$ cat src/rtl/etc_defines.vh
/*
 constants for the eight bit timer counter: register offsets, field
 positions, reset values and mode codes. assumes inclusion by bare name.
*/
`ifndef ETC_DEFINES_VH
`define ETC_DEFINES_VH
`define ETC_OFF_CTRL 8'h54
`define ETC_OFF_CMP 8'h64
`define ETC_OFF_STAT 8'h00
`define ETC_OFF_MASK 8'h04
`define ETC_OFF_CNT 8'h08
`define ETC_OFF_PSC 8'h0c
`define ETC_IDX_CTRL 8'h15
`define ETC_IDX_CMP 8'h19
`define ETC_CTRL_RST 8'h00
`define ETC_CMP_RST 8'hff
`define ETC_RUN_BIT 5
`define ETC_CK_LSB 2
`define ETC_MODE_LSB 0
`define ETC_MODE_TMR 2'h0
`define ETC_MODE_PDO 2'h2
`define ETC_MODE_PWM 2'h3
`define ETC_CK_EXT 3'h7
`define ETC_RESP_OK 2'h0
`define ETC_RESP_ERR 2'h2
`endif

$ cat src/rtl/etc_tick.v
/*
 prescaled tick generator: picks one tap of a free running divider.
 assumes high and low clock enables are one-cycle pulses on ref_clk.
*/
`timescale 1ns/1ps
module etc_tick (
    input wire clk,
    input wire rst_n,
    input wire hf_tick,
    input wire lf_tick,
    input wire [2:0] ck_sel,
    input wire stage_sel,
    input wire low_src_sel,
    input wire low_speed,
    output reg tick_ff
);
    reg [12:0] hdiv_ff;
    reg [2:0] ldiv_ff;
    reg [3:0] shift;
    reg nxt_tick;
    wire [13:0] hnext = {1'b0, hdiv_ff} + 14'h0001;
    // a tap of divisor 2^n fires when the low n bits wrap
    function tap;
        input [12:0] cnt;
        input [3:0] n;
        reg [12:0] m;
        begin
            m = (13'h0001 << n) - 13'h0001;
            tap = ((cnt & m) == m);
        end
    endfunction
    always @* begin
        shift = 4'h0;
        case (ck_sel)
            3'h1: shift = 4'h7;
            3'h2: shift = 4'h5;
            3'h3: shift = 4'h3;
            3'h4: shift = 4'h2;
            3'h5: shift = 4'h1;
            default: shift = 4'h0;
        endcase
        nxt_tick = 1'b0;
        if (ck_sel == 3'h0) begin
            if (low_src_sel || low_speed) begin
                nxt_tick = lf_tick && (ldiv_ff == 3'h7);
            end else begin
                nxt_tick = hf_tick &&
                    tap(hdiv_ff, stage_sel ? 4'hc : 4'hb);
            end
        end else if (ck_sel != 3'h7 && !low_speed) begin
            nxt_tick = hf_tick &&
                tap(hdiv_ff, shift + {3'h0, stage_sel});
        end
    end
    always @(posedge clk or negedge rst_n) begin
        if (!rst_n) begin
            hdiv_ff <= 13'h0000;
            ldiv_ff <= 3'h0;
            tick_ff <= 1'b0;
        end else begin
            if (hf_tick) begin
                hdiv_ff <= hnext[12:0];
            end
            if (lf_tick) begin
                ldiv_ff <= ldiv_ff + 3'h1;
            end
            tick_ff <= nxt_tick;
        end
    end
endmodule

$ cat src/rtl/etc_sync.v
/*
 two flop synchroniser with edge detect for the event pin.
 assumes the pin level may change at any time.
*/
`timescale 1ns/1ps
module etc_sync (
    input wire clk,
    input wire rst_n,
    input wire din,
    output wire rise,
    output wire fall
);
    reg s1_ff;
    reg s2_ff;
    reg s3_ff;
    always @(posedge clk or negedge rst_n) begin
        if (!rst_n) begin
            s1_ff <= 1'b0;
            s2_ff <= 1'b0;
            s3_ff <= 1'b0;
        end else begin
            s1_ff <= din;
            s2_ff <= s1_ff;
            s3_ff <= s2_ff;
        end
    end
    assign rise = s2_ff && !s3_ff;
    assign fall = !s2_ff && s3_ff;
endmodule

$ cat src/rtl/etc_timer.v
/*
 eight bit timer counter top with axi4-lite register slave.
 assumes one clock, asynchronous active low reset, prescaler enables
 and power mode levels from the system controller.
*/
// Contract
// - run bit zero stops and clears counter; one starts counting.
// - code 000 picks hf/2^11 or 2^12, or lf/2^3.
// - codes 001-110 pick hf/128..1, doubled by stage select; the code gives no tick on these codes while LOW_SPEED is high.
// - code 111 counts the external event pin.
// - mode 00 timer/event, 10 divider, 11 pwm, 01 reserved.
// - stop power mode entry clears the run bit.
// - control bits 7 and 6 read as don't care.
// - timer mode match raises interrupt and clears counter.
// - event mode counts rises, match seen at following fall.
// - divider match toggles pin; pin high when stopped.
// - pwm low at match, high at overflow; shadow loads at end.
`timescale 1ns/1ps
`include "etc_defines.vh"
module etc_timer (
    input wire REF_CLK,
    input wire RST_N,
    input wire HF_TICK,
    input wire LF_TICK,
    input wire LOW_SPEED,
    input wire STOP_ENTRY,
    input wire EVENT_IN,
    output reg DIVIDER_OUT,
    output reg PWM_OUT,
    output reg IRQ,
    input wire [7:0] S_AXI_AWADDR,
    input wire S_AXI_AWVALID,
    output reg S_AXI_AWREADY,
    input wire [31:0] S_AXI_WDATA,
    input wire [3:0] S_AXI_WSTRB,
    input wire S_AXI_WVALID,
    output reg S_AXI_WREADY,
    output reg [1:0] S_AXI_BRESP,
    output reg S_AXI_BVALID,
    input wire S_AXI_BREADY,
    input wire [7:0] S_AXI_ARADDR,
    input wire S_AXI_ARVALID,
    output reg S_AXI_ARREADY,
    output reg [31:0] S_AXI_RDATA,
    output reg [1:0] S_AXI_RRESP,
    output reg S_AXI_RVALID,
    input wire S_AXI_RREADY
);
    localparam ST_IDLE = 3'b001;
    localparam ST_WAIT = 3'b010;
    localparam ST_RESP = 3'b100;
    reg [7:0] ctrl_ff;
    reg [7:0] cmp_ff;
    reg [7:0] shadow_ff;
    reg [7:0] cnt_ff;
    reg [1:0] stat_ff;
    reg [1:0] mask_ff;
    reg [2:0] wst_ff;
    reg [7:0] awaddr_ff;
    reg aw_got_ff;
    reg [31:0] wdata_ff;
    reg w_got_ff;
    reg hit_ff;
    reg [7:0] nxt_cnt;
    reg nxt_match;
    reg nxt_ovf;
    reg [31:0] nxt_rdata;
    reg [1:0] nxt_rresp;
    wire tick;
    wire ev_rise;
    wire ev_fall;
    wire run = ctrl_ff[`ETC_RUN_BIT];
    wire [2:0] ck_sel = ctrl_ff[`ETC_CK_LSB+2:`ETC_CK_LSB];
    wire [1:0] mode = ctrl_ff[`ETC_MODE_LSB+1:`ETC_MODE_LSB];
    wire ext = (ck_sel == `ETC_CK_EXT);
    wire step = ext ? ev_rise : tick;
    wire [7:0] cmp_use = (mode == `ETC_MODE_PWM) ? shadow_ff : cmp_ff;
    // prescaler selects live in their own register at the psc offset
    reg [1:0] psel_ff;
    wire wr_fire = aw_got_ff && w_got_ff && (wst_ff == ST_WAIT);
    // a write with its low byte lane off leaves every register alone
    reg wstrb0_ff;
    wire wr_ctrl = wr_fire && awaddr_ff == `ETC_OFF_CTRL && wstrb0_ff;
    wire wr_cmp = wr_fire && awaddr_ff == `ETC_OFF_CMP && wstrb0_ff;
    wire wr_stat = wr_fire && awaddr_ff == `ETC_OFF_STAT && wstrb0_ff;
    wire wr_mask = wr_fire && awaddr_ff == `ETC_OFF_MASK && wstrb0_ff;
    wire wr_psc = wr_fire && awaddr_ff == `ETC_OFF_PSC && wstrb0_ff;
    wire start = wr_ctrl && !run && wdata_ff[`ETC_RUN_BIT];
    etc_tick u_tick (
        .clk(REF_CLK),
        .rst_n(RST_N),
        .hf_tick(HF_TICK),
        .lf_tick(LF_TICK),
        .ck_sel(ck_sel),
        .stage_sel(psel_ff[0]),
        .low_src_sel(psel_ff[1]),
        .low_speed(LOW_SPEED),
        .tick_ff(tick)
    );
    etc_sync u_sync (
        .clk(REF_CLK),
        .rst_n(RST_N),
        .din(EVENT_IN),
        .rise(ev_rise),
        .fall(ev_fall)
    );
    ////////////////////////////////////////////////////////////////////////
    // counting core; a match in event mode waits for the pin to fall
    always @* begin
        nxt_cnt = cnt_ff;
        nxt_match = 1'b0;
        nxt_ovf = 1'b0;
        if (!run) begin
            nxt_cnt = 8'h00;
        end else if (mode == `ETC_MODE_PWM) begin
            if (step) begin
                nxt_cnt = cnt_ff + 8'h01;
                nxt_ovf = (cnt_ff == 8'hff);
                nxt_match = (cnt_ff + 8'h01 == cmp_use);
            end
        end else if (ext) begin
            if (ev_fall && hit_ff) begin
                nxt_cnt = 8'h00;
                nxt_match = 1'b1;
            end else if (step) begin
                nxt_cnt = cnt_ff + 8'h01;
            end
        end else if (step) begin
            if (cnt_ff + 8'h01 == cmp_use) begin
                nxt_cnt = 8'h00;
                nxt_match = 1'b1;
            end else begin
                nxt_cnt = cnt_ff + 8'h01;
            end
        end
    end
    always @(posedge REF_CLK or negedge RST_N) begin
        if (!RST_N) begin
            cnt_ff <= 8'h00;
            hit_ff <= 1'b0;
            shadow_ff <= `ETC_CMP_RST;
            DIVIDER_OUT <= 1'b1;
            PWM_OUT <= 1'b1;
            stat_ff <= 2'h0;
            IRQ <= 1'b0;
        end else begin
            cnt_ff <= nxt_cnt;
            hit_ff <= run && ext && (nxt_cnt == cmp_ff);
            if (start || (run && nxt_ovf)) begin
                shadow_ff <= cmp_ff;
            end
            if (!run || mode != `ETC_MODE_PDO) begin
                DIVIDER_OUT <= 1'b1;
            end else if (nxt_match) begin
                DIVIDER_OUT <= !DIVIDER_OUT;
            end
            if (!run || mode != `ETC_MODE_PWM) begin
                PWM_OUT <= 1'b1;
            end else if (nxt_ovf) begin
                PWM_OUT <= 1'b1;
            end else if (nxt_match) begin
                PWM_OUT <= 1'b0;
            end
            // set wins over a same-cycle write-one clear
            stat_ff[0] <= (nxt_match && mode != `ETC_MODE_PWM) ||
                (stat_ff[0] && !(wr_stat && wdata_ff[0]));
            stat_ff[1] <= nxt_ovf ||
                (stat_ff[1] && !(wr_stat && wdata_ff[1]));
            IRQ <= |(stat_ff & mask_ff);
        end
    end
    ////////////////////////////////////////////////////////////////////////
    // axi4-lite write channel
    always @(posedge REF_CLK or negedge RST_N) begin
        if (!RST_N) begin
            wst_ff <= ST_IDLE;
            awaddr_ff <= 8'h00;
            aw_got_ff <= 1'b0;
            wdata_ff <= 32'h00000000;
            w_got_ff <= 1'b0;
            wstrb0_ff <= 1'b0;
            S_AXI_AWREADY <= 1'b0;
            S_AXI_WREADY <= 1'b0;
            S_AXI_BVALID <= 1'b0;
            S_AXI_BRESP <= `ETC_RESP_OK;
            ctrl_ff <= `ETC_CTRL_RST;
            cmp_ff <= `ETC_CMP_RST;
            mask_ff <= 2'h0;
            psel_ff <= 2'h0;
        end else begin
            S_AXI_AWREADY <= 1'b0;
            S_AXI_WREADY <= 1'b0;
            case (wst_ff)
                ST_IDLE: begin
                    aw_got_ff <= 1'b0;
                    w_got_ff <= 1'b0;
                    wst_ff <= ST_WAIT;
                end
                ST_WAIT: begin
                    if (S_AXI_AWVALID && !aw_got_ff && !S_AXI_AWREADY) begin
                        S_AXI_AWREADY <= 1'b1;
                    end
                    if (S_AXI_AWVALID && S_AXI_AWREADY) begin
                        awaddr_ff <= S_AXI_AWADDR;
                        aw_got_ff <= 1'b1;
                    end
                    if (S_AXI_WVALID && !w_got_ff && !S_AXI_WREADY) begin
                        S_AXI_WREADY <= 1'b1;
                    end
                    if (S_AXI_WVALID && S_AXI_WREADY) begin
                        wdata_ff <= S_AXI_WDATA;
                        w_got_ff <= 1'b1;
                        wstrb0_ff <= S_AXI_WSTRB[0];
                    end
                    if (wr_fire) begin
                        S_AXI_BVALID <= 1'b1;
                        S_AXI_BRESP <= `ETC_RESP_OK;
                        if (awaddr_ff != `ETC_OFF_CTRL &&
                            awaddr_ff != `ETC_OFF_CMP &&
                            awaddr_ff != `ETC_OFF_STAT &&
                            awaddr_ff != `ETC_OFF_MASK &&
                            awaddr_ff != `ETC_OFF_PSC) begin
                            S_AXI_BRESP <= `ETC_RESP_ERR;
                        end
                        wst_ff <= ST_RESP;
                    end
                end
                ST_RESP: begin
                    if (S_AXI_BREADY) begin
                        S_AXI_BVALID <= 1'b0;
                        wst_ff <= ST_IDLE;
                    end
                end
                default: wst_ff <= ST_IDLE;
            endcase
            if (STOP_ENTRY) begin
                ctrl_ff[`ETC_RUN_BIT] <= 1'b0;
            end else if (wr_ctrl) begin
                ctrl_ff <= {2'h0, wdata_ff[5:0]};
            end
            if (wr_cmp) begin
                cmp_ff <= wdata_ff[7:0];
            end
            if (wr_mask) begin
                mask_ff <= wdata_ff[1:0];
            end
            if (wr_psc) begin
                psel_ff <= wdata_ff[1:0];
            end
        end
    end
    ////////////////////////////////////////////////////////////////////////
    // axi4-lite read channel, one cycle after the address
    always @* begin
        nxt_rdata = 32'h00000000;
        nxt_rresp = `ETC_RESP_OK;
        if (S_AXI_ARADDR == `ETC_OFF_CTRL) begin
            nxt_rdata = {24'h000000, 2'h0, ctrl_ff[5:0]};
        end else if (S_AXI_ARADDR == `ETC_OFF_CMP) begin
            nxt_rdata = {24'h000000, cmp_ff};
        end else if (S_AXI_ARADDR == `ETC_OFF_STAT) begin
            nxt_rdata = {30'h00000000, stat_ff};
        end else if (S_AXI_ARADDR == `ETC_OFF_MASK) begin
            nxt_rdata = {30'h00000000, mask_ff};
        end else if (S_AXI_ARADDR == `ETC_OFF_CNT) begin
            nxt_rdata = {24'h000000, cnt_ff};
        end else if (S_AXI_ARADDR == `ETC_OFF_PSC) begin
            nxt_rdata = {30'h00000000, psel_ff};
        end else begin
            nxt_rresp = `ETC_RESP_ERR;
        end
    end
    always @(posedge REF_CLK or negedge RST_N) begin
        if (!RST_N) begin
            S_AXI_ARREADY <= 1'b0;
            S_AXI_RVALID <= 1'b0;
            S_AXI_RDATA <= 32'h00000000;
            S_AXI_RRESP <= `ETC_RESP_OK;
        end else begin
            S_AXI_ARREADY <= 1'b0;
            if (S_AXI_RVALID) begin
                if (S_AXI_RREADY) begin
                    S_AXI_RVALID <= 1'b0;
                end
            end else if (S_AXI_ARVALID && !S_AXI_ARREADY) begin
                S_AXI_ARREADY <= 1'b1;
                S_AXI_RVALID <= 1'b1;
                S_AXI_RDATA <= nxt_rdata;
                S_AXI_RRESP <= nxt_rresp;
            end
        end
    end
endmodule

$ cat config.mk
export PLATFORM = sky130hd
export DESIGN_NAME = etc_timer
export DESIGN_NICKNAME = d
export VERILOG_FILES = /design/src/rtl/etc_tick.v /design/src/rtl/etc_sync.v /design/src/rtl/etc_timer.v
export VERILOG_INCLUDE_DIRS = /design/src /design/src/rtl
export SDC_FILE = /design/constraint.sdc
export NUM_CORES = 1
export LEC_CHECK = 0
export BUFFER_PORTS_ARGS = -buffer_cell sky130_fd_sc_hd__clkbuf_2
export CORE_MARGIN = 3
export CORE_UTILIZATION = 56
export DETAILED_ROUTE_END_ITERATION = 10
export PLACE_DENSITY = 0.81
export SLEW_MARGIN = 25
export SYNTH_ARGS = -nofsm -noshare
export SYNTH_HDL_FRONTEND = slang
export SYNTH_SLANG_ARGS = --single-unit
$ cat constraint.sdc
create_clock -name REF_CLK -period 4.45 [get_ports REF_CLK]
set_input_delay 0.445 -clock REF_CLK [delete_from_list [all_inputs] [get_ports REF_CLK]]
set_output_delay 0.445 -clock REF_CLK [all_outputs]
set_load 0.01 [all_outputs]
==> results of run 1 <==
==> power by group <==
group | switching, mW | total, mW | internal (mW)
combinational | 0.202 | 0.420 | 0.217
sequential | 0.183 | 1.24 | 1.06
clock | 0.365 | 0.594 | 0.229
==> sequential cells by signal (all words and copies together) (netlist names), 3 cells and up <==
signal / flops
S_AXI_RDATA: 8
awaddr_ff: 8
cmp_ff: 8
cnt_ff: 8
ctrl_ff: 6
shadow_ff: 8
u_tick.hdiv_ff: 13
u_tick.ldiv_ff: 3
wdata_ff: 8
wst_ff: 3
==> final timing paths <==
path,from,end,cells after the start
worst min register to register,u_sync.s1_ff$_DFF_PN0_,u_sync.s2_ff$_DFF_PN0_,0
worst max-delay path,ctrl_ff[2]$_DFFE_PN0P_,u_tick.tick_ff$_DFF_PN0_,14
worst min-delay path,RST_N,cnt_ff[4]$_DFF_PN0_,1
min in group REF_CLK,EVENT_IN,u_sync.s1_ff$_DFF_PN0_,1
max in group asynchronous,RST_N,shadow_ff[1]$_DFFE_PN1P_,2
worst max register to register,ctrl_ff[2]$_DFFE_PN0P_,u_tick.tick_ff$_DFF_PN0_,14
==> Yosys cell counts (6+ instances only) <==
cell type   n  share of area [%]
buf_4      31                4.2
nand4_1    12                1.4
dfstp_2    19                9.0
nand2_1    46                3.1
o21ai_0    25                2.3
nor2_1     46                3.1
nor3_1     15                1.4
clkbuf_1   13               0.88
mux2_1      8                1.6
xor2_1      9                1.4
mux2_2     36                7.3
dfrtp_1    78                 35
xnor2_1    27                4.3
ha_1        7                1.6
and3_1      8               0.90
a21oi_1    11               0.99
nand3_1    22                2.0
mux2i_1    16                2.9
inv_1      11               0.74
a31oi_1     6               0.68
==> cells by family (layout without fill, tap and decap cells) <==
kind of cell | Yosys count | count (layout) | synth area share (%)
mux | 62 | 62 | 12.5
fa+ha+maj | 7 | 7 | 1.58
simple gates | 192 | 192 | 17.9
buf+inv | 61 | 82 | 6.34
other cells | 1 | 26 | 0.0677
xor+xnor | 36 | 36 | 5.69
flops | 97 | 97 | 44.2
compound gates | 91 | 91 | 11.6
==> metrics by stage <==
stage | util [%] | area, um^2 | hold slack [ns] | std cells | setup WS, ns
after floorplan | - | 5640 | 0.149 | 572 | 0.963
after global placement | 61.3 | 5770 | 0.333 | 706 | 0.832
after detailed placement | 61.3 | 5770 | 0.337 | 706 | 0.694
after CTS | 63.5 | 5980 | 0.163 | 722 | 0.686
after global routing | 63.5 | 5980 | 0.161 | 722 | 0.225
final | 63.5 | 5980 | 0.177 | 722 | 0.631
==> cell usage in the layout, fill, tap and decap left out, types with 3 or more instances in the layout <==
cell / Yosys / routed
conb_1: 1 / 26
o211ai_1: 3 / 3
o22ai_1: 4 / 4
o2111ai_1: 3 / 3
clkinv_8: 0 / 3
nand4_1: 12 / 12
nand2_1: 46 / 46
or4_1: 3 / 3
dfstp_2: 19 / 19
a222oi_1: 4 / 4
a21oi_1: 11 / 11
clkbuf_2: 0 / 53
mux2_2: 36 / 36
and3_1: 8 / 8
o21ai_0: 25 / 25
dfrtp_1: 78 / 78
a221oi_1: 5 / 5
nor3b_1: 3 / 3
nor3_1: 15 / 15
nand2b_1: 5 / 5
ha_1: 7 / 7
mux2_1: 8 / 8
inv_1: 11 / 11
nand3b_1: 5 / 5
or3_1: 5 / 5
nor2b_1: 4 / 4
nor2_1: 46 / 46
nand3_1: 22 / 22
xnor2_1: 27 / 27
clkbuf_8: 0 / 9
mux2i_1: 16 / 16
a31oi_1: 6 / 6
xor2_1: 9 / 9
==> critical path, delay by kind of cell (launching register included) <==
kind            cells  cell delay [ns]
compound gates      3             0.46
fa+ha+maj           3             0.93
buf+inv             1             0.12
flops               1             0.54
mux                 1             0.15
simple gates        6             1.53
==> layer usage <==
layer | share of wire [%] | vias up | GRT usage, %
li1 | - | 2010 | -
met2 | 46 | 208 | 36.2
met5 | 0 | - | 0
met1 | 44 | 2103 | 33.2
met3 | 8.6 | 18 | 5.02
met4 | 1.2 | 0 | 5.64
==> area by class of cell <==
type                       count  area (um^2)  share of cell area (%)
inverter                      11         41.3                   0.690
sequential                    97         2450                    41.0
multi-input combinational    414         2830                    47.4
clock buffer                   9          124                    2.07
timing repair buffer          55          280                    4.69
tap                          129          161                    2.70
clock inverter                 7         88.8                    1.49
==> results.py, run 1 <==
metrics = {
    "yosys": {
        "synth_cells": 547,
        "synth_edf_count": 0,
        "avgSynthCellArea_um2": 10.1,
        "ys_warn_count": 0,
        "synth_area_um2": 5540,
        "yosys_most_used_dff": "dfrtp_1",
        "ys_seq_area_share_pct": 44.2,
        "yosysUniqueCellTypes": 73,
        "synth-seq-cells": 97,
        "async_flop_share_pct": 100,
    },
    "route": {
        "drt_first_iter_violations": 317,
        "routed_via_density": 6.01,
        "avgRoutedWirePerCell_um": 17.2,
        "ant_nets": 0,
        "drtPass1Iterations": 5,
        "postRouteWirelength_um": 12500,
        "detailroute.via_count": 4339,
        "drc_errors": 0,
    },
    "finish": {
        "nets": 659,
        "drive_above_1_share_pct": 24.1,
        "fillers": 739,
        "diodes": 0,
        "area_growth_pct": 7.90,
    },
    "clock_tree": {
        "cts_resized": 0,
        "ctsLongestPathBuffers": 2,
        "cts_hold_repair.buffers": 0,
        "cts_tree": "done",
        "cts-root-buf": "clkbuf_8",
        "post_cts_buffers": 0,
        "clkSinkCount": 97,
        "cts_inserted_buffers": 9,
        "htree_num_levels": 3,
        "insertion_delay_ns": 0.38,
        "clk_pin_slew_ns": 0.11,
    },
    "timing": {
        "clock_skew_ns": 0.0141,
        "finalHoldViolCount": 0,
        "relSlewSlack_pct": 42.6,
        "finalSetupViolations": 0,
        "fmax_mhz": 262,
        "min_period_ns": 3.82,
        "fin_tns_setup_ns": 0,
        "drv_slew": 0,
        "post-route-period-util_pct": 85.8,
        "max_slew.worst_pin.slew_ns": 0.862,
        "rsz0062_at_grt": "no",
    },
    "critical_path": {
        "end_kind": "flop",
        "worstSetupPathType": "reg2reg",
        "startpoint_type": "flop",
        "crit_chain": "inv_1 > mux2i_1 > ha_1 > ha_1 > nor3_1 > or2_4 > nor3_1 > nand2_1 > ha_1 > o22ai_1 > or4b_2 > nor3_1 > o211ai_1 > o41ai_1",
        "cp.arrival_ns": 4.09,
        "cp_max_fo": 11,
        "critPathMaxStageDelay_ns": 0.61,
        "crit_required_ns": 4.72,
        "reg2reg_slack_ns": 0.63,
        "slowest_stage": "or4b_2",
    },
    "placed_design": {
        "place_congestion": 0.923,
        "dp_hpwl_um": 9180,
        "io_buffers": 54,
    },
    "global_route": {
        "grtUsageTotal_pct": 23.2,
        "grt_pass1_wl_um": 20900,
        "overflow": 0,
        "grt_max_degree": 71,
        "grt_pass1_vias": 4266,
        "antenna_found_initial": 0,
    },
    "run_status": {
        "outcome": "complete, no violations",
    },
    "floorplan": {
        "die_x_um": 105,
        "io_pins": 108,
        "dieArea_um2": 11100,
        "core-area_um2": 9420,
        "initial_utilization_pct": 58.9,
        "row_count": 35,
        "fp.dieH_um": 105,
    },
    "power": {
        "p_total_mw": 2.25,
        "p_leak_nw": 2.64,
        "vdd_drop_max_mv": 0.307,
        "power.density_nw_per_um2": 377,
    },
    "min_path": {
        "worstHoldPathType": "in2async",
    },
    "job": {
        "max-cap-violations": 0,
    },
}
Note: power is estimated with default switching activity, not from simulation.
==> run 2: changes to the inputs <==
CORE_ASPECT_RATIO = 1.5   (was not set)
SLEW_MARGIN = 10   (was 25)
==> run 2 against run 1 <==
Against the previous run:
- worst hold slack got worse by 0.026 ns
- worst setup slack got worse by 0.027 ns
- non-clock buffer count did not move
- combinational power rose by 1%
- via count rose by 0.12%
- clock-buffer cell count did not move
- sequential share of layout area fell by 0.48 points
- power rose by 8.6%
- die area rose by 0.21%
- global-route usage rose by 1.8 points
- sequential power barely moved
- maximum frequency fell by 0.71%
- critical path type unchanged
==> results.py, run 2 (synthesis results as in run 1) <==
metrics = {
    "finish": {
        "nets": 659,
        "drive_above_1_share_pct": 24.1,
        "final_cell_mix": "dfrtp_1, clkbuf_2, nand2_1, nor2_1, mux2_2",
        "fin_area_um2": 6050,
        "diodes": 0,
        "area_growth_pct": 9.19,
        "top_register": "u_tick.hdiv_ff",
        "largest_register_ffs": 13,
        "fillers": 795,
        "final_common_cell": "dfrtp_1",
    },
    "clock_tree": {
        "post_cts_buffers": 0,
        "cts_resized": 0,
        "insertion_delay_ns": 0.35,
        "cts_hold_repair.buffers": 0,
        "clkSinkCount": 97,
        "cts_inserted_buffers": 9,
        "cts-root-buf": "clkbuf_16",
        "clk_pin_slew_ns": 0.07,
        "cts_tree": "done",
        "ctsLongestPathBuffers": 2,
        "htree_num_levels": 3,
    },
    "critical_path": {
        "startpoint_type": "flop",
        "slowest_stage": "or4b_2",
        "path_buf_inv": 1,
        "crit_required_ns": 4.68,
        "cp.arrival_ns": 4.08,
        "cp_max_fo": 11,
        "critPathMaxStageDelay_ns": 0.62,
        "worstSetupPathType": "reg2reg",
        "cp_top_family": "simple AND/OR/NAND/NOR gates",
        "crit_chain": "inv_1 > mux2i_1 > ha_1 > ha_1 > nor3_1 > or2_4 > nor3_1 > nand2_1 > ha_1 > o22ai_1 > or4b_2 > nor3_1 > o211ai_1 > o41ai_1",
        "end_kind": "flop",
    },
    "global_route": {
        "grt_max_degree": 58,
        "antenna_found_initial": 0,
        "grt_pass1_vias": 4428,
        "grtUsageTotal_pct": 25.0,
        "overflow": 0,
        "grt_pass1_wl_um": 21700,
    },
    "power": {
        "power_frac_seq_pct": 50.8,
        "clock_power_share_pct": 31.8,
        "power.density_nw_per_um2": 404,
        "vdd_drop_max_mv": 0.377,
        "p_leak_nw": 2.68,
        "p_sw_share_pct": 31.5,
        "power_frac_comb_pct": 17.3,
        "internal_power_mw": 1.68,
        "switchingPower_uw": 770,
    },
    "timing": {
        "fmax_mhz": 260,
        "fin_tns_setup_ns": 0,
        "finalHoldViolCount": 0,
        "drv_slew": 0,
        "min_period_ns": 3.85,
        "relSlewSlack_pct": 51.5,
        "clock_skew_ns": 0.00954,
        "max_slew.worst_pin.slew_ns": 0.727,
        "rsz0062_at_grt": "no",
        "post-route-period-util_pct": 86.4,
        "finalSetupViolations": 0,
    },
    "route": {
        "drc_errors": 0,
        "ant_nets": 0,
        "drtPass1Iterations": 6,
        "postRouteWirelength_um": 13300,
        "detailroute.via_count": 4344,
        "drt_first_iter_violations": 361,
        "routed_via_density": 6.16,
        "avgRoutedWirePerCell_um": 18.8,
    },
    "floorplan": {
        "fp.dieH_um": 128,
        "initial_utilization_pct": 58.5,
        "row_count": 43,
        "dieArea_um2": 11200,
        "die_x_um": 87.2,
        "core-area_um2": 9470,
        "io_pins": 108,
    },
    "placed_design": {
        "io_buffers": 54,
        "place_congestion": 0.950,
        "placed_cell_area_um2": 5750,
        "dp_hpwl_um": 9910,
    },
    "job": {
        "max-cap-violations": 0,
    },
    "run_status": {
        "outcome": "complete, no violations",
    },
    "min_path": {
        "worstHoldPathType": "in2async",
    },
}
-- run 2: cell types whose count changed in the layout (fill, tap and decap cells not counted), sizes merged --
cell and change:
clkinv -1, clkinvlp +1
-- run 2: area by class of cell --
class | instances | area (um^2) | area share, %
clock buffers | 9 | 225 | 3.72
inverters | 11 | 41.3 | 0.682
clock inverters | 7 | 80.1 | 1.32
well taps | 112 | 140 | 2.32
repair buffers | 55 | 280 | 4.63
multi-input cells | 414 | 2830 | 46.8
flip-flops and latches | 97 | 2450 | 40.5
-- run 2: worst reg2reg max path, stage by stage (launching register included) --
cell and delay [ns]:
dfrtp_1 0.53, inv_1 0.12, mux2i_1 0.15, ha_1 0.27
ha_1 0.40, nor3_1 0.12, or2_4 0.27, nor3_1 0.27
nand2_1 0.10, ha_1 0.27, o22ai_1 0.06, or4b_2 0.62
nor3_1 0.16, o211ai_1 0.12, o41ai_1 0.26
-- run 2: power groups by stage --
stage | registers [mW] | logic [mW] | clock network [mW]
final | 1.24 | 0.424 | 0.778
after floorplan | 1.20 | 0.324 | 0
after CTS | 1.24 | 0.431 | 0.794
after global placement | 1.24 | 0.397 | 0
after global routing | 1.27 | 0.481 | 0.838
after detailed placement | 1.26 | 0.426 | 0
-- run 2: layer usage --
layer,wire [um],global-route usage (%),vias to the layer above,part of all wire [%]
met1,5070,29.4,2124,38
li1,-,-,2015,-
met3,591,3.41,54,4.4
met4,637,14.7,0,4.8
met5,0,0,-,0
met2,6990,42.9,151,53
-- run 2: final timing paths --
check                                  startpoint                       end  slack [ns]  cells after the start
setup reg to reg           ctrl_ff[2]$_DFFE_PN0P_  u_tick.tick_ff$_DFF_PN0_        0.60                     14
min in group REF_CLK                     EVENT_IN    u_sync.s1_ff$_DFF_PN0_        0.21                      1
hold reg to reg            u_sync.s1_ff$_DFF_PN0_    u_sync.s2_ff$_DFF_PN0_        0.36                      0
setup / recovery           ctrl_ff[2]$_DFFE_PN0P_  u_tick.tick_ff$_DFF_PN0_        0.60                     14
hold / removal                              RST_N   wdata_ff[0]$_DFFE_PN0P_        0.15                      1
max in group asynchronous                   RST_N   DIVIDER_OUT$_DFFE_PN1P_        3.27                      2
-- run 2: metrics by stage --
stage | utilization (%) | instances | setup WS, ns | hold WS, ns | power, mW
after floorplan | - | 572 | 0.963 | 0.149 | 1.52
after global placement | 60.7 | 689 | 0.805 | 0.347 | 1.64
after detailed placement | 60.7 | 689 | 0.621 | 0.338 | 1.69
after CTS | 63.9 | 705 | 0.598 | 0.173 | 2.47
after global routing | 63.9 | 705 | 0.248 | 0.193 | 2.59
final | 63.9 | 705 | 0.604 | 0.151 | 2.45
==> run 3: changes to the inputs <==
CORE_UTILIZATION = 35   (was 56)
PLACE_DENSITY = 0.55   (was 0.81)
==> run 3 against run 2 <==
Against the previous run:
- power shrank 0.80%
- global-route usage decreased by 8.0 points
- critical path depth decreased by 1
- final cell count increased by 12%
- first-iteration DRC count fell by 36%
- register-to-register slack got worse by 0.02 ns
- highest routed layer unchanged
- sequential share of layout area fell by 0.73 points
- cell area up 1.8%
- worst hold slack improved by 0.054 ns
- flip-flop and latch count stayed put
==> results.py, run 3 (synthesis results as in run 1) <==
metrics = {
    "finish": {
        "drive_above_1_share_pct": 24.2,
        "largest_register_ffs": 13,
        "top_register": "u_tick.hdiv_ff",
        "final_common_cell": "dfrtp_1",
        "area_growth_pct": 11.2,
        "layout.cells.non_filler": 793,
        "diodes": 0,
        "final_cell_mix": "dfrtp_1, clkbuf_2, nand2_1, nor2_1, mux2_2",
        "nets": 660,
    },
    "clock_tree": {
        "cts_tree": "done",
        "cts_hold_repair.buffers": 0,
        "ctsLongestPathBuffers": 2,
        "cts_inserted_buffers": 9,
        "insertion_delay_ns": 0.35,
        "clk_pin_slew_ns": 0.07,
        "htree_num_levels": 3,
        "cts_resized": 0,
        "post_cts_buffers": 0,
        "clkSinkCount": 97,
        "cts-root-buf": "clkbuf_16",
    },
    "critical_path": {
        "startpoint_type": "flop",
        "critPathMaxStageDelay_ns": 0.62,
        "cp_max_fo": 11,
        "path_buf_inv": 0,
        "reg2regPathDepth": 13,
        "cp_top_family": "simple AND/OR/NAND/NOR gates",
        "crit_path_start": "ctrl_ff[3]$_DFFE_PN0P_",
        "crit_chain": "mux2i_1 > ha_1 > ha_1 > nor3_1 > or2_4 > nor3_1 > nand2_1 > ha_1 > o22ai_1 > or4b_2 > nor3_1 > o211ai_1 > o41ai_1",
        "slowest_stage": "or4b_2",
        "worstSetupPathType": "reg2reg",
        "crit_cells": 13,
        "cp.arrival_ns": 4.08,
        "end_kind": "flop",
        "crit_required_ns": 4.67,
        "r2r-start": "ctrl_ff[3]$_DFFE_PN0P_",
    },
    "route": {
        "drt_first_iter_violations": 231,
        "routed_via_density": 5.43,
        "drc_errors": 0,
        "drtPass1Iterations": 4,
        "detailroute.via_count": 4305,
        "postRouteWirelength_um": 14200,
        "avgRoutedWirePerCell_um": 17.9,
        "ant_nets": 0,
    },
    "floorplan": {
        "dieArea_um2": 17400,
        "row_count": 55,
        "die_x_um": 109,
        "io_pins": 108,
        "fp.dieH_um": 160,
        "core-area_um2": 15300,
        "initial_utilization_pct": 36.3,
    },
    "timing": {
        "rsz0062_at_grt": "no",
        "post-route-period-util_pct": 86.9,
        "max_slew.worst_pin.slew_ns": 0.902,
        "min_period_ns": 3.87,
        "finalSetupViolations": 0,
        "clock_skew_ns": 0.00966,
        "fmax_mhz": 259,
        "fin_tns_setup_ns": 0,
        "relSlewSlack_pct": 39.9,
        "drv_slew": 0,
        "finalHoldViolCount": 0,
    },
    "job": {
        "max-cap-violations": 0,
    },
    "global_route": {
        "grt_pass1_vias": 4403,
        "grtUsageTotal_pct": 17.0,
        "grt_pass1_wl_um": 23300,
        "overflow": 0,
        "grt_max_degree": 71,
        "antenna_found_initial": 0,
    },
    "run_status": {
        "outcome": "complete, no violations",
    },
    "placed_design": {
        "io_buffers": 54,
        "dp_hpwl_um": 10700,
        "dp.cells": 777,
        "place_congestion": 0.903,
    },
    "power": {
        "p_leak_nw": 2.69,
        "vdd_drop_max_mv": 0.185,
        "power.density_nw_per_um2": 394,
    },
    "min_path": {
        "whs_path_depth": 1,
        "worstHoldStart": "EVENT_IN",
        "worstHoldPathType": "in2reg",
    },
}
[run 3: area by class of cell]
type / instances / area (um^2)
Fill cell: 1554 / 9110
Multi-Input combinational cell: 414 / 2830
Tap cell: 199 / 249
Inverter: 11 / 41.3
Clock inverter: 7 / 75.1
Clock buffer: 9 / 225
Timing Repair Buffer: 56 / 288
Sequential cell: 97 / 2450
[run 3: per-stage QoR]
stage	area [um^2]	hold slack [ns]	worst slack [ns]	util, %	power, mW
after detailed placement	5860	0.351	0.628	38.4	1.68
after global placement	5860	0.345	0.802	38.4	1.65
after global routing	6160	0.200	0.250	40.3	2.59
after CTS	6160	0.199	0.623	40.3	2.46
final	6160	0.205	0.584	40.3	2.43
after floorplan	5640	0.149	0.963	-	1.52
[run 3: worst reg2reg max path: cells and delay by family, from the launching register on]
kind	cells	cell delay (ns)
AO/OA/AOI/OAI	3	0.49
adder cells (fa/ha/maj)	3	0.91
AND/OR/NAND/NOR	6	1.53
multiplexers	1	0.24
flip-flops	1	0.57
[run 3: where the power goes]
| part | switching [mW] | leakage [nW] | internal (mW) |
|---|---|---|---|
| clock network | 0.380 | 0.148 | 0.397 |
| registers | 0.180 | 1.22 | 1.06 |
| logic | 0.194 | 1.32 | 0.218 |
| total | 0.755 | 2.69 | 1.67 |
[run 3: final timing paths]
check | to | slack (ns)
max | u_tick.tick_ff$_DFF_PN0_ | 0.58
min | u_sync.s1_ff$_DFF_PN0_ | 0.20
max reg2reg | u_tick.tick_ff$_DFF_PN0_ | 0.58
min reg2reg | u_sync.s2_ff$_DFF_PN0_ | 0.37
max in group asynchronous | DIVIDER_OUT$_DFFE_PN1P_ | 3.27
min in group asynchronous | ctrl_ff[0]$_DFFE_PN0P_ | 0.22
[run 3: layer usage]
| metal | track usage, % | wire length, um |
|---|---|---|
| met1 | 19.9 | 5550 |
| met2 | 30.0 | 7550 |
| met3 | 2.95 | 595 |
| met4 | 7.24 | 503 |
| met5 | 0 | 0 |
